[config.mk]
export PLATFORM = sky130hd
export DESIGN_NAME = irq_ctrl
export DESIGN_NICKNAME = d
export VERILOG_FILES = /design/src/irq_pkg.sv /design/src/pin_sync.sv /design/src/prio_pick.sv /design/src/irq_ctrl.sv
export SDC_FILE = /design/constraint.sdc
export NUM_CORES = 1
export LEC_CHECK = 0
export BUFFER_PORTS_ARGS = -buffer_cell sky130_fd_sc_hd__buf_2
export CAP_MARGIN = 10
export CORE_MARGIN = 2
export CORE_UTILIZATION = 35
export CTS_BUF_LIST = sky130_fd_sc_hd__clkbuf_2 sky130_fd_sc_hd__clkbuf_4 sky130_fd_sc_hd__clkbuf_8
export DETAILED_ROUTE_END_ITERATION = 16
export PLACE_DENSITY = 0.65
export SYNTH_ARGS = -nofsm -noshare
export SYNTH_HDL_FRONTEND = slang
export SYNTH_SLANG_ARGS = --single-unit
[constraint.sdc]
create_clock -name mclk -period 6.6 [get_ports mclk]
set_clock_uncertainty 0.05 [all_clocks]
set_input_delay 0.66 -clock mclk [delete_from_list [all_inputs] [get_ports mclk]]
set_output_delay 0.66 -clock mclk [all_outputs]
set_load 0.05 [all_outputs]
[src/irq_pkg.sv]
// Purpose: Shared constants, types and helpers of the vectored interrupt handler.
// Assumes: 22 sources, APB register access, one 125 MHz clock.
// Notes:   Offsets are APB byte addresses.
package irq_pkg;

    localparam int          NUM_SRC   = 22;
    localparam int          IDX_W     = 5;
    localparam int          EXT_PINS  = 10;

    // ------------------------------------------------------------------
    // Register byte offsets
    // ------------------------------------------------------------------
    localparam logic [7:0]  OFF_PRIMARY_EN   = 8'h00;
    localparam logic [7:0]  OFF_EXT_EN_ONE   = 8'h04;
    localparam logic [7:0]  OFF_EXT_EN_TWO   = 8'h08;
    localparam logic [7:0]  OFF_PRIMARY_PRI  = 8'h0C;
    localparam logic [7:0]  OFF_EXT_PRI_ONE  = 8'h10;
    localparam logic [7:0]  OFF_EXT_PRI_TWO  = 8'h14;
    localparam logic [7:0]  OFF_PEND         = 8'h18;
    localparam logic [7:0]  OFF_PEND_SET     = 8'h1C;
    localparam logic [7:0]  OFF_PEND_CLR     = 8'h20;
    localparam logic [7:0]  OFF_IRQ_STAT     = 8'h24;
    localparam logic [7:0]  OFF_IRQ_MASK     = 8'h28;
    localparam logic [7:0]  OFF_SVC_STAT     = 8'h2C;

    // ------------------------------------------------------------------
    // Field positions and reset values
    // ------------------------------------------------------------------
    localparam int          GIE_BIT          = 7;
    localparam int          PRIMARY_SRCS     = 6;
    localparam int          EXT_ONE_BASE     = 6;
    localparam int          EXT_TWO_BASE     = 14;
    localparam int          STAT_TAKEN_BIT   = 0;
    localparam int          STAT_RETURN_BIT  = 1;
    localparam int          STAT_W           = 2;
    localparam logic [NUM_SRC-1:0] EN_RESET  = 22'h00_0000;
    localparam logic [NUM_SRC-1:0] PRI_RESET = 22'h00_0000;
    localparam logic [STAT_W-1:0]  STAT_RESET = 2'h0;

    // Sources whose pending flag the handler clears when the call is made.
    localparam logic [NUM_SRC-1:0] HW_CLR_MASK  = 22'h0F_0005;
    // Sources that may be driven from the external interrupt pins.
    localparam logic [NUM_SRC-1:0] EXT_SRC_MASK = 22'h0F_3C05;

    // ------------------------------------------------------------------
    // Vectors and timing
    // ------------------------------------------------------------------
    localparam logic [15:0] VEC_BASE   = 16'h0003;
    localparam logic [15:0] VEC_STEP   = 16'h0008;
    localparam int          LONG_CALL_INSTR_CYC  = 4;

    typedef struct packed {
        logic               req;
        logic               hi;
        logic [IDX_W-1:0]   idx;
        logic [15:0]        vector;
    } call_t;

    function automatic logic [15:0] vec_of(input logic [IDX_W-1:0] idx);
        logic [15:0] v;
        v = VEC_BASE + {idx, 3'b000};
        return v;
    endfunction : vec_of

    // Lowest index set wins; the fixed order runs from source 0 upward.
    function automatic logic [IDX_W-1:0] first_set(input logic [NUM_SRC-1:0] v);
        logic [IDX_W-1:0] r;
        r = '0;
        for (int i = NUM_SRC - 1; i >= 0; i--)
        begin
            if (v[i])
                r = IDX_W'(i);
        end
        return r;
    endfunction : first_set

endpackage : irq_pkg

[src/pin_sync.sv]
// Purpose: Two-flop synchroniser for asynchronous pin levels.
// Assumes: Inputs change slowly compared with mclk.
// Notes:   The first stage feeds only the second stage.
`timescale 1ns/1ns
`default_nettype none
module pin_sync #(
    parameter int WIDTH = 1
) (
    input  wire logic             mclk,    // system clock
    input  wire logic             rstn,    // synchronous reset, active low
    input  wire logic [WIDTH-1:0] async_i, // raw pin levels
    output logic      [WIDTH-1:0] sync_o   // levels in the mclk domain
);
    logic [WIDTH-1:0] meta_q;

    // Pins idle high, so reset to ones to avoid a false falling edge.
    always_ff @(posedge mclk)
    begin
        if (!rstn)
        begin
            meta_q <= '1;
            sync_o <= '1;
        end
        else
        begin
            meta_q <= async_i;
            sync_o <= meta_q;
        end
    end
endmodule : pin_sync
`default_nettype wire

[src/prio_pick.sv]
// Purpose: Two-level priority choice among eligible interrupt requests.
// Assumes: Request vectors are already gated by enables and service state.
// Notes:   Purely combinational.
`timescale 1ns/1ns
`default_nettype none
module prio_pick
    import irq_pkg::*;
(
    input  wire logic [NUM_SRC-1:0] req_hi, // eligible high-level requests
    input  wire logic [NUM_SRC-1:0] req_lo, // eligible low-level requests
    output logic                    found,  // some request is eligible
    output logic                    hi,     // chosen request is high level
    output logic [IDX_W-1:0]        idx     // chosen source index
);
    always_comb
    begin
        found = |req_hi || |req_lo;
        hi    = |req_hi;
        idx   = (|req_hi) ? first_set(req_hi) : first_set(req_lo);
    end
endmodule : prio_pick
`default_nettype wire

[src/irq_ctrl.sv]
// Purpose: Vectored interrupt handler: pending flags, enables, priority and long-call vectoring.
// Assumes: The sequencer pulses instr_done at each instruction end and return_from_irq_instr_done at return.
// Notes:   Registers are reached over APB with one wait state per access.
`timescale 1ns/1ns
`default_nettype none
module irq_ctrl
    import irq_pkg::*;
(
    input  wire logic                mclk,       // system clock, 125 MHz
    input  wire logic                rstn,       // synchronous reset, active low
    input  wire logic [NUM_SRC-1:0]  src_set,    // peripheral event pulses
    input  wire logic [EXT_PINS-1:0] ext_irq_n,  // external pins, falling edge
    input  wire logic                instr_done, // current instruction completes
    input  wire logic                return_from_irq_instr_done,  // return instruction completes
    input  wire logic                psel,       // APB select
    input  wire logic                penable,    // APB enable
    input  wire logic                pwrite,     // APB direction
    input  wire logic [7:0]          paddr,      // APB byte address
    input  wire logic [31:0]         pwdata,     // APB write data
    output logic                     pready,     // APB ready
    output logic [31:0]              prdata,     // APB read data
    output logic                     pslverr,    // APB error
    output call_t                    call,       // long-call request to sequencer
    output logic                     irq         // status interrupt, level
);
    typedef enum logic [0:0] {ST_IDLE, ST_CALL} state_t;

    // ------------------------------------------------------------------
    // Storage
    // ------------------------------------------------------------------
    logic [NUM_SRC-1:0]  en_q;
    logic                gie_q;
    logic [NUM_SRC-1:0]  pri_q;
    logic [NUM_SRC-1:0]  pend_q;
    logic [STAT_W-1:0]   stat_q;
    logic [STAT_W-1:0]   mask_q;
    logic                svc_hi_q;
    logic                svc_lo_q;
    logic                skip_q;
    logic [1:0]          cnt_q;
    state_t              state_q;
    logic [EXT_PINS-1:0] pin_s;
    logic [EXT_PINS-1:0] pin_prev_q;

    // ------------------------------------------------------------------
    // External pins
    // ------------------------------------------------------------------
    pin_sync #(.WIDTH(EXT_PINS)) u_sync (
        .mclk    (mclk),
        .rstn    (rstn),
        .async_i (ext_irq_n),
        .sync_o  (pin_s)
    );

    always_ff @(posedge mclk)
    begin
        if (!rstn)
            pin_prev_q <= '1;
        else
            pin_prev_q <= pin_s;
    end

    // Pins fan out, in order, to the source slots that the mask marks.
    logic [NUM_SRC-1:0] pin_ev;
    always_comb
    begin
        int k;
        k = 0;
        pin_ev = '0;
        for (int i = 0; i < NUM_SRC; i++)
        begin
            if (EXT_SRC_MASK[i] && k < EXT_PINS)
            begin
                pin_ev[i] = pin_prev_q[k] & ~pin_s[k];
                k = k + 1;
            end
        end
    end

    // ------------------------------------------------------------------
    // APB access
    // ------------------------------------------------------------------
    logic acc_fire;
    logic wr_fire;
    logic rd_fire;
    assign acc_fire = psel && penable && pready;
    assign wr_fire  = acc_fire && pwrite;
    assign rd_fire  = acc_fire && !pwrite;

    function automatic logic mapped(input logic [7:0] a);
        return a == OFF_PRIMARY_EN || a == OFF_EXT_EN_ONE || a == OFF_EXT_EN_TWO
            || a == OFF_PRIMARY_PRI || a == OFF_EXT_PRI_ONE || a == OFF_EXT_PRI_TWO
            || a == OFF_PEND || a == OFF_PEND_SET || a == OFF_PEND_CLR
            || a == OFF_IRQ_STAT || a == OFF_IRQ_MASK || a == OFF_SVC_STAT;
    endfunction : mapped

    // Source bits spread over three registers: six, eight and eight wide.
    function automatic logic [31:0] slice(input logic [NUM_SRC-1:0] v, input int grp);
        logic [31:0] r;
        r = '0;
        if (grp == 0)
            r[PRIMARY_SRCS-1:0] = v[PRIMARY_SRCS-1:0];
        else if (grp == 1)
            r[7:0] = v[EXT_TWO_BASE-1:EXT_ONE_BASE];
        else
            r[7:0] = v[NUM_SRC-1:EXT_TWO_BASE];
        return r;
    endfunction : slice

    function automatic logic [NUM_SRC-1:0] merge(input logic [NUM_SRC-1:0] v,
                                                 input logic [31:0] d, input int grp);
        logic [NUM_SRC-1:0] r;
        r = v;
        if (grp == 0)
            r[PRIMARY_SRCS-1:0] = d[PRIMARY_SRCS-1:0];
        else if (grp == 1)
            r[EXT_TWO_BASE-1:EXT_ONE_BASE] = d[7:0];
        else
            r[NUM_SRC-1:EXT_TWO_BASE] = d[7:0];
        return r;
    endfunction : merge

    logic [31:0] rd_val;
    always_comb
    begin
        rd_val = '0;
        case (paddr)
            OFF_PRIMARY_EN:
            begin
                rd_val          = slice(en_q, 0);
                rd_val[GIE_BIT] = gie_q;
            end
            OFF_EXT_EN_ONE:  rd_val = slice(en_q, 1);
            OFF_EXT_EN_TWO:  rd_val = slice(en_q, 2);
            OFF_PRIMARY_PRI: rd_val = slice(pri_q, 0);
            OFF_EXT_PRI_ONE: rd_val = slice(pri_q, 1);
            OFF_EXT_PRI_TWO: rd_val = slice(pri_q, 2);
            OFF_PEND:        rd_val[NUM_SRC-1:0] = pend_q;
            OFF_IRQ_STAT:    rd_val[STAT_W-1:0] = stat_q;
            OFF_IRQ_MASK:    rd_val[STAT_W-1:0] = mask_q;
            OFF_SVC_STAT:    rd_val[IDX_W+2:0] = {svc_hi_q, svc_lo_q, skip_q, call.idx};
            default:         rd_val = '0;
        endcase
    end

    // One wait state: ready rises at the end of the first access cycle, so the
    // transfer completes on the second access edge.
    always_ff @(posedge mclk)
    begin
        if (!rstn)
        begin
            pready  <= 1'b0;
            prdata  <= '0;
            pslverr <= 1'b0;
        end
        else if (psel && penable && !pready)
        begin
            pready  <= 1'b1;
            prdata  <= pwrite ? 32'h0000_0000 : rd_val;
            pslverr <= !mapped(paddr);
        end
        else
        begin
            pready  <= 1'b0;
            pslverr <= 1'b0;
        end
    end

    always_ff @(posedge mclk)
    begin
        if (!rstn)
        begin
            en_q   <= EN_RESET;
            gie_q  <= 1'b0;
            pri_q  <= PRI_RESET;
            mask_q <= STAT_RESET;
        end
        else if (wr_fire)
        begin
            case (paddr)
                OFF_PRIMARY_EN:
                begin
                    en_q  <= merge(en_q, pwdata, 0);
                    gie_q <= pwdata[GIE_BIT];
                end
                OFF_EXT_EN_ONE:  en_q   <= merge(en_q, pwdata, 1);
                OFF_EXT_EN_TWO:  en_q   <= merge(en_q, pwdata, 2);
                OFF_PRIMARY_PRI: pri_q  <= merge(pri_q, pwdata, 0);
                OFF_EXT_PRI_ONE: pri_q  <= merge(pri_q, pwdata, 1);
                OFF_EXT_PRI_TWO: pri_q  <= merge(pri_q, pwdata, 2);
                OFF_IRQ_MASK:    mask_q <= pwdata[STAT_W-1:0];
                default:         mask_q <= mask_q;
            endcase
        end
    end

    // ------------------------------------------------------------------
    // Pending flags
    // ------------------------------------------------------------------
    logic               call_end;
    logic [NUM_SRC-1:0] hw_set;
    logic [NUM_SRC-1:0] sw_set;
    logic [NUM_SRC-1:0] clr;
    always_comb
    begin
        hw_set = src_set | pin_ev;
        sw_set = (wr_fire && paddr == OFF_PEND_SET) ? pwdata[NUM_SRC-1:0] : '0;
        clr    = (wr_fire && paddr == OFF_PEND_CLR) ? pwdata[NUM_SRC-1:0] : '0;
        if (call_end && HW_CLR_MASK[call.idx])
            clr[call.idx] = 1'b1;
    end

    // Any set in the same cycle as a clear wins, so no event is lost.
    always_ff @(posedge mclk)
    begin
        if (!rstn)
            pend_q <= '0;
        else
            pend_q <= (pend_q & ~clr) | hw_set | sw_set;
    end

    // ------------------------------------------------------------------
    // Eligibility and choice
    // ------------------------------------------------------------------
    logic [NUM_SRC-1:0] act;
    logic [NUM_SRC-1:0] req_hi;
    logic [NUM_SRC-1:0] req_lo;
    logic               pick_found;
    logic               pick_hi;
    logic [IDX_W-1:0]   pick_idx;
    logic               dec_take;

    always_comb
    begin
        act    = gie_q ? (pend_q & en_q) : '0;
        req_hi = svc_hi_q ? '0 : (act & pri_q);
        req_lo = (svc_hi_q || svc_lo_q) ? '0 : (act & ~pri_q);
    end

    prio_pick u_pick (
        .req_hi (req_hi),
        .req_lo (req_lo),
        .found  (pick_found),
        .hi     (pick_hi),
        .idx    (pick_idx)
    );

    // The choice is taken only at an instruction end and never on the
    // first instruction end after a return.
    assign dec_take = (state_q == ST_IDLE) && instr_done && !skip_q && pick_found;
    assign call_end = (state_q == ST_CALL) && (cnt_q == 2'(LONG_CALL_INSTR_CYC - 1));

    // ------------------------------------------------------------------
    // Call sequencing
    // ------------------------------------------------------------------
    always_ff @(posedge mclk)
    begin
        if (!rstn)
        begin
            state_q <= ST_IDLE;
            cnt_q   <= '0;
            call    <= '0;
        end
        else
        begin
            case (state_q)
                ST_IDLE:
                begin
                    cnt_q <= '0;
                    if (dec_take)
                    begin
                        // Vector is frozen here and held for the whole call.
                        state_q     <= ST_CALL;
                        call.req    <= 1'b1;
                        call.hi     <= pick_hi;
                        call.idx    <= pick_idx;
                        call.vector <= vec_of(pick_idx);
                    end
                end
                ST_CALL:
                begin
                    cnt_q <= cnt_q + 2'd1;
                    if (call_end)
                    begin
                        state_q  <= ST_IDLE;
                        call.req <= 1'b0;
                    end
                end
                default:
                begin
                    state_q  <= ST_IDLE;
                    call.req <= 1'b0;
                end
            endcase
        end
    end

    // Service levels: a return closes the innermost level, high first.
    always_ff @(posedge mclk)
    begin
        if (!rstn)
        begin
            svc_hi_q <= 1'b0;
            svc_lo_q <= 1'b0;
        end
        else if (call_end)
        begin
            if (call.hi)
                svc_hi_q <= 1'b1;
            else
                svc_lo_q <= 1'b1;
        end
        else if (return_from_irq_instr_done)
        begin
            if (svc_hi_q)
                svc_hi_q <= 1'b0;
            else
                svc_lo_q <= 1'b0;
        end
    end

    always_ff @(posedge mclk)
    begin
        if (!rstn)
            skip_q <= 1'b0;
        else if (return_from_irq_instr_done)
            skip_q <= 1'b1;
        else if (instr_done)
            skip_q <= 1'b0;
    end

    // ------------------------------------------------------------------
    // Status interrupt
    // ------------------------------------------------------------------
    logic [STAT_W-1:0] ev;
    always_comb
    begin
        ev                  = '0;
        ev[STAT_TAKEN_BIT]  = call_end;
        ev[STAT_RETURN_BIT] = return_from_irq_instr_done;
    end

    always_ff @(posedge mclk)
    begin
        if (!rstn)
        begin
            stat_q <= STAT_RESET;
            irq    <= 1'b0;
        end
        else
        begin
            // Only the bits handed out by this read are cleared; an event that
            // lands after the read data was latched survives for the next read.
            stat_q <= ((rd_fire && paddr == OFF_IRQ_STAT)
                       ? (stat_q & ~prdata[STAT_W-1:0]) : stat_q) | ev;
            irq    <= |(stat_q & mask_q);
        end
    end
endmodule : irq_ctrl
`default_nettype wire

==> results.cfg <==
[status]
status = complete, no violations

[synth]
synth_xor_area_share_pct = 0
ys_types = 71
synthArstFlopShare_pct = 0
synthAdderAreaFrac_pct = 0.1853
yosys_warnings = 0
syn-instance-count = 828
ys_seq_area_share_pct = 41.79
yosys_most_used_dff = dfxtp_1
synth-edff-count = 0
syn_avg_cell_area_sq_um = 8.157
ys_ff_latch = 141
syn_area_sq_mm = 0.006754
synth_compound_gate_area_share_pct = 24.66
synth_top_family_by_area = simple AND/OR/NAND/NOR gates
synth-simple-area-share_pct = 25.69
muxShareOfSynthArea_pct = 1.482

[global_route]
grt_pass1_vias = 5746
grt_pass1_wl_mm = 33.53
grt_overflow = 0
track_usage_pct = 21.75
antenna_found_initial = 0
grt_start_max_net_pins = 74

[route]
dr_wl_met2_mm = 10.31
wl_met1_mm = 9.739
ant_nets = 0
route.vias.total = 6616
wl_met3_mm = 1.637
drc = 0
drtIter0Drc = 588
drt-vias-per-instance = 5.569
top_layer_used = met4
routed_wl_mm = 22.45
wl_per_cell_um = 18.90
firstDrtPassIters = 6

[sta]
setup_violations = 0
grt_setup_unrepaired = no
period_minus_slack_ns = 3.240
drv_slew = 0
relSlewSlack_pct = 25.71
tns_ns = 0
worst_pin_slew_ns = 1.106
max_freq_ghz = 0.3086
hold_viol = 0
period_share_pct = 49.09

[clock_network]
cts_buffers = 17
postCtsSetupBuffers = 0
clk_pin_slew_worst_paths_ns = 0.10
htreeDepth = 4
cts_resized = 0
cts_sinks = 141
cts_tree = done
cts-root-buf = clkbuf_8
ctsHoldBuffers = 0
cts.path.max_buffers = 2
clk-insertion-delay-late_ns = 0.48

[die]
core_area_sq_mm = 0.01883
die-area_sq_mm = 0.02042
rows = 50
start_util_pct = 35.87
die_x_um = 142.9
die_height_um = 142.9
io_pins = 137

[placement]
detailed_place_hpwl_mm = 16.49
gp_congestion = 0.9839
portBuffers = 107
placed_area_sq_mm = 0.007408

[power]
p_per_area_mw_per_mm2 = 219.3
irDropWorstVdd_mv = 0.1158
p_sw_share_pct = 30.56
seq_power_share_pct = 51.8
p_int_uw = 1194
p_leak_uw = 0.002967
clkPwrFrac_pct = 41.7
netSwitchingPower_uw = 525.3
combPwrFrac_pct = 6.5

[setup_path]
crit_path_start_kind = register
required_ns = 6.89
worst_setup_path_end_kind = register
worstPathMaxFanout = 25
worstPathArrival_ns = 3.53
path_class = reg2reg

[layout]
final_common_cell = dfxtp_1
layout_common_cells = 141 x dfxtp_1, 107 x buf_2, 99 x nand2_1, 96 x a21oi_1, 76 x nor2_1
layout-drive-gt1-share_pct = 19.18
fin_nets = 995
antennaDiodeCount = 0
design_area_sq_mm = 0.007838
finish.utilization_pct = 41.62
fill_cells = 1877
syn_to_final_growth_pct = 16.04

[job]
cap_viol_max_count = 0

[worst_hold_path]
hold_path_class = in2reg
Yosys cell counts (4+ instances only):
library cell,number,area [sq um]
nor4_1,4,25.02
and3b_1,7,61.31
o21ai_0,21,105.1
a22oi_1,33,247.7
o211ai_1,17,127.6
a31oi_1,11,68.82
nor2_1,77,289.0
a221oi_1,17,148.9
clkbuf_1,37,138.9
nor3_1,7,35.03
mux2i_1,10,100.1
nor3b_1,5,37.54
a21o_1,4,30.03
a21oi_1,96,480.5
inv_1,13,48.80
or2_2,4,25.02
nor2b_1,4,25.02
o31ai_1,5,37.54
dfxtp_1,141,2823
nand2_1,99,371.6
nand3_1,66,330.3
buf_4,27,202.7
nand2b_1,29,181.4
a211oi_1,4,30.03
nand3b_1,20,150.1
a22o_1,6,52.55
and3_1,4,25.02
path summary, 6_finish.rpt:
path,start,end,slack [ns],depth (start not counted)
worst min-delay path,ext_irq_n[4],u_sync.meta_q[4],0.30,2
worst max register to register,svc_hi_q,register,3.36,8
worst min register to register,u_sync.meta_q[1],u_sync.sync_o[1],0.36,1
worst max-delay path,svc_hi_q,register,3.36,8
flip-flops by register name, summed over array words and instances (netlist names), named ones only:
| register | cells |
|---|---|
| call | 8 |
| pslverr | 1 |
| irq | 1 |
| u_sync.sync_o | 10 |
| cnt_q | 2 |
| pend_q | 22 |
| pri_q | 22 |
| svc_hi_q | 1 |
| gie_q | 1 |
| u_sync.meta_q | 10 |
| state_q | 1 |
| mask_q | 2 |
| en_q | 22 |
| svc_lo_q | 1 |
| skip_q | 1 |
| pin_prev_q | 10 |
| pready | 1 |
| prdata | 22 |
| stat_q | 2 |
power by group through the flow:
stage | Clock (uW) | Sequential [uW] | Combinational (uW)
floorplan | 0 | 900 | 78.8
global placement | 0 | 909 | 110
detailed placement | 0 | 909 | 112
CTS | 731 | 889 | 112
global route | 772 | 891 | 122
finish | 717 | 890 | 113
logic make-up after synthesis:
kind of cell	after synthesis
flops	141
compound gates	249
simple gates	345
other cells	1
fa+ha+maj	1
buf+inv	81
mux	10
worst max-delay path: stages (launching register included):
cell and delay [ns]:
dfxtp_1 0.53, nand2b_1 0.82, a21oi_1 0.22, nor4bb_2 0.49, nand3_1 0.27, a31oi_2 0.41
a32oi_1 0.12, nand3_1 0.11, a31oi_1 0.09
through the flow:
| step | hold WS, ns | std cells | worst slack, ns | power, uW |
|---|---|---|---|---|
| after floorplan | 0.3363 | 846 | 4.358 | 978.4 |
| after global placement | 0.3399 | 1155 | 3.451 | 1019 |
| after detailed placement | 0.3409 | 1155 | 3.433 | 1021 |
| after CTS | 0.2722 | 1187 | 3.408 | 1732 |
| after global routing | 0.2728 | 1188 | 3.194 | 1786 |
| final | 0.2977 | 1188 | 3.360 | 1719 |
area by class of cell:
cell class                      count  area (sq um)  share of cell area, %
Clock buffer                       17         234.0                  2.985
Clock inverter                     15         187.7                  2.395
Inverter                           14         52.55                 0.6705
Multi-Input combinational cell    624          3605                  45.99
Sequential cell                   141          2823                  36.02
Tap cell                          260         325.3                  4.151
Timing Repair Buffer              117         610.6                  7.791
metal layers:
metal,global-route usage [%],vias to the layer above
met4,7.921,0
met1,29.13,3138
met5,0,-
met2,34.45,278
met3,4.728,60
li1,-,3140
Power figures use the tool's default switching activity.
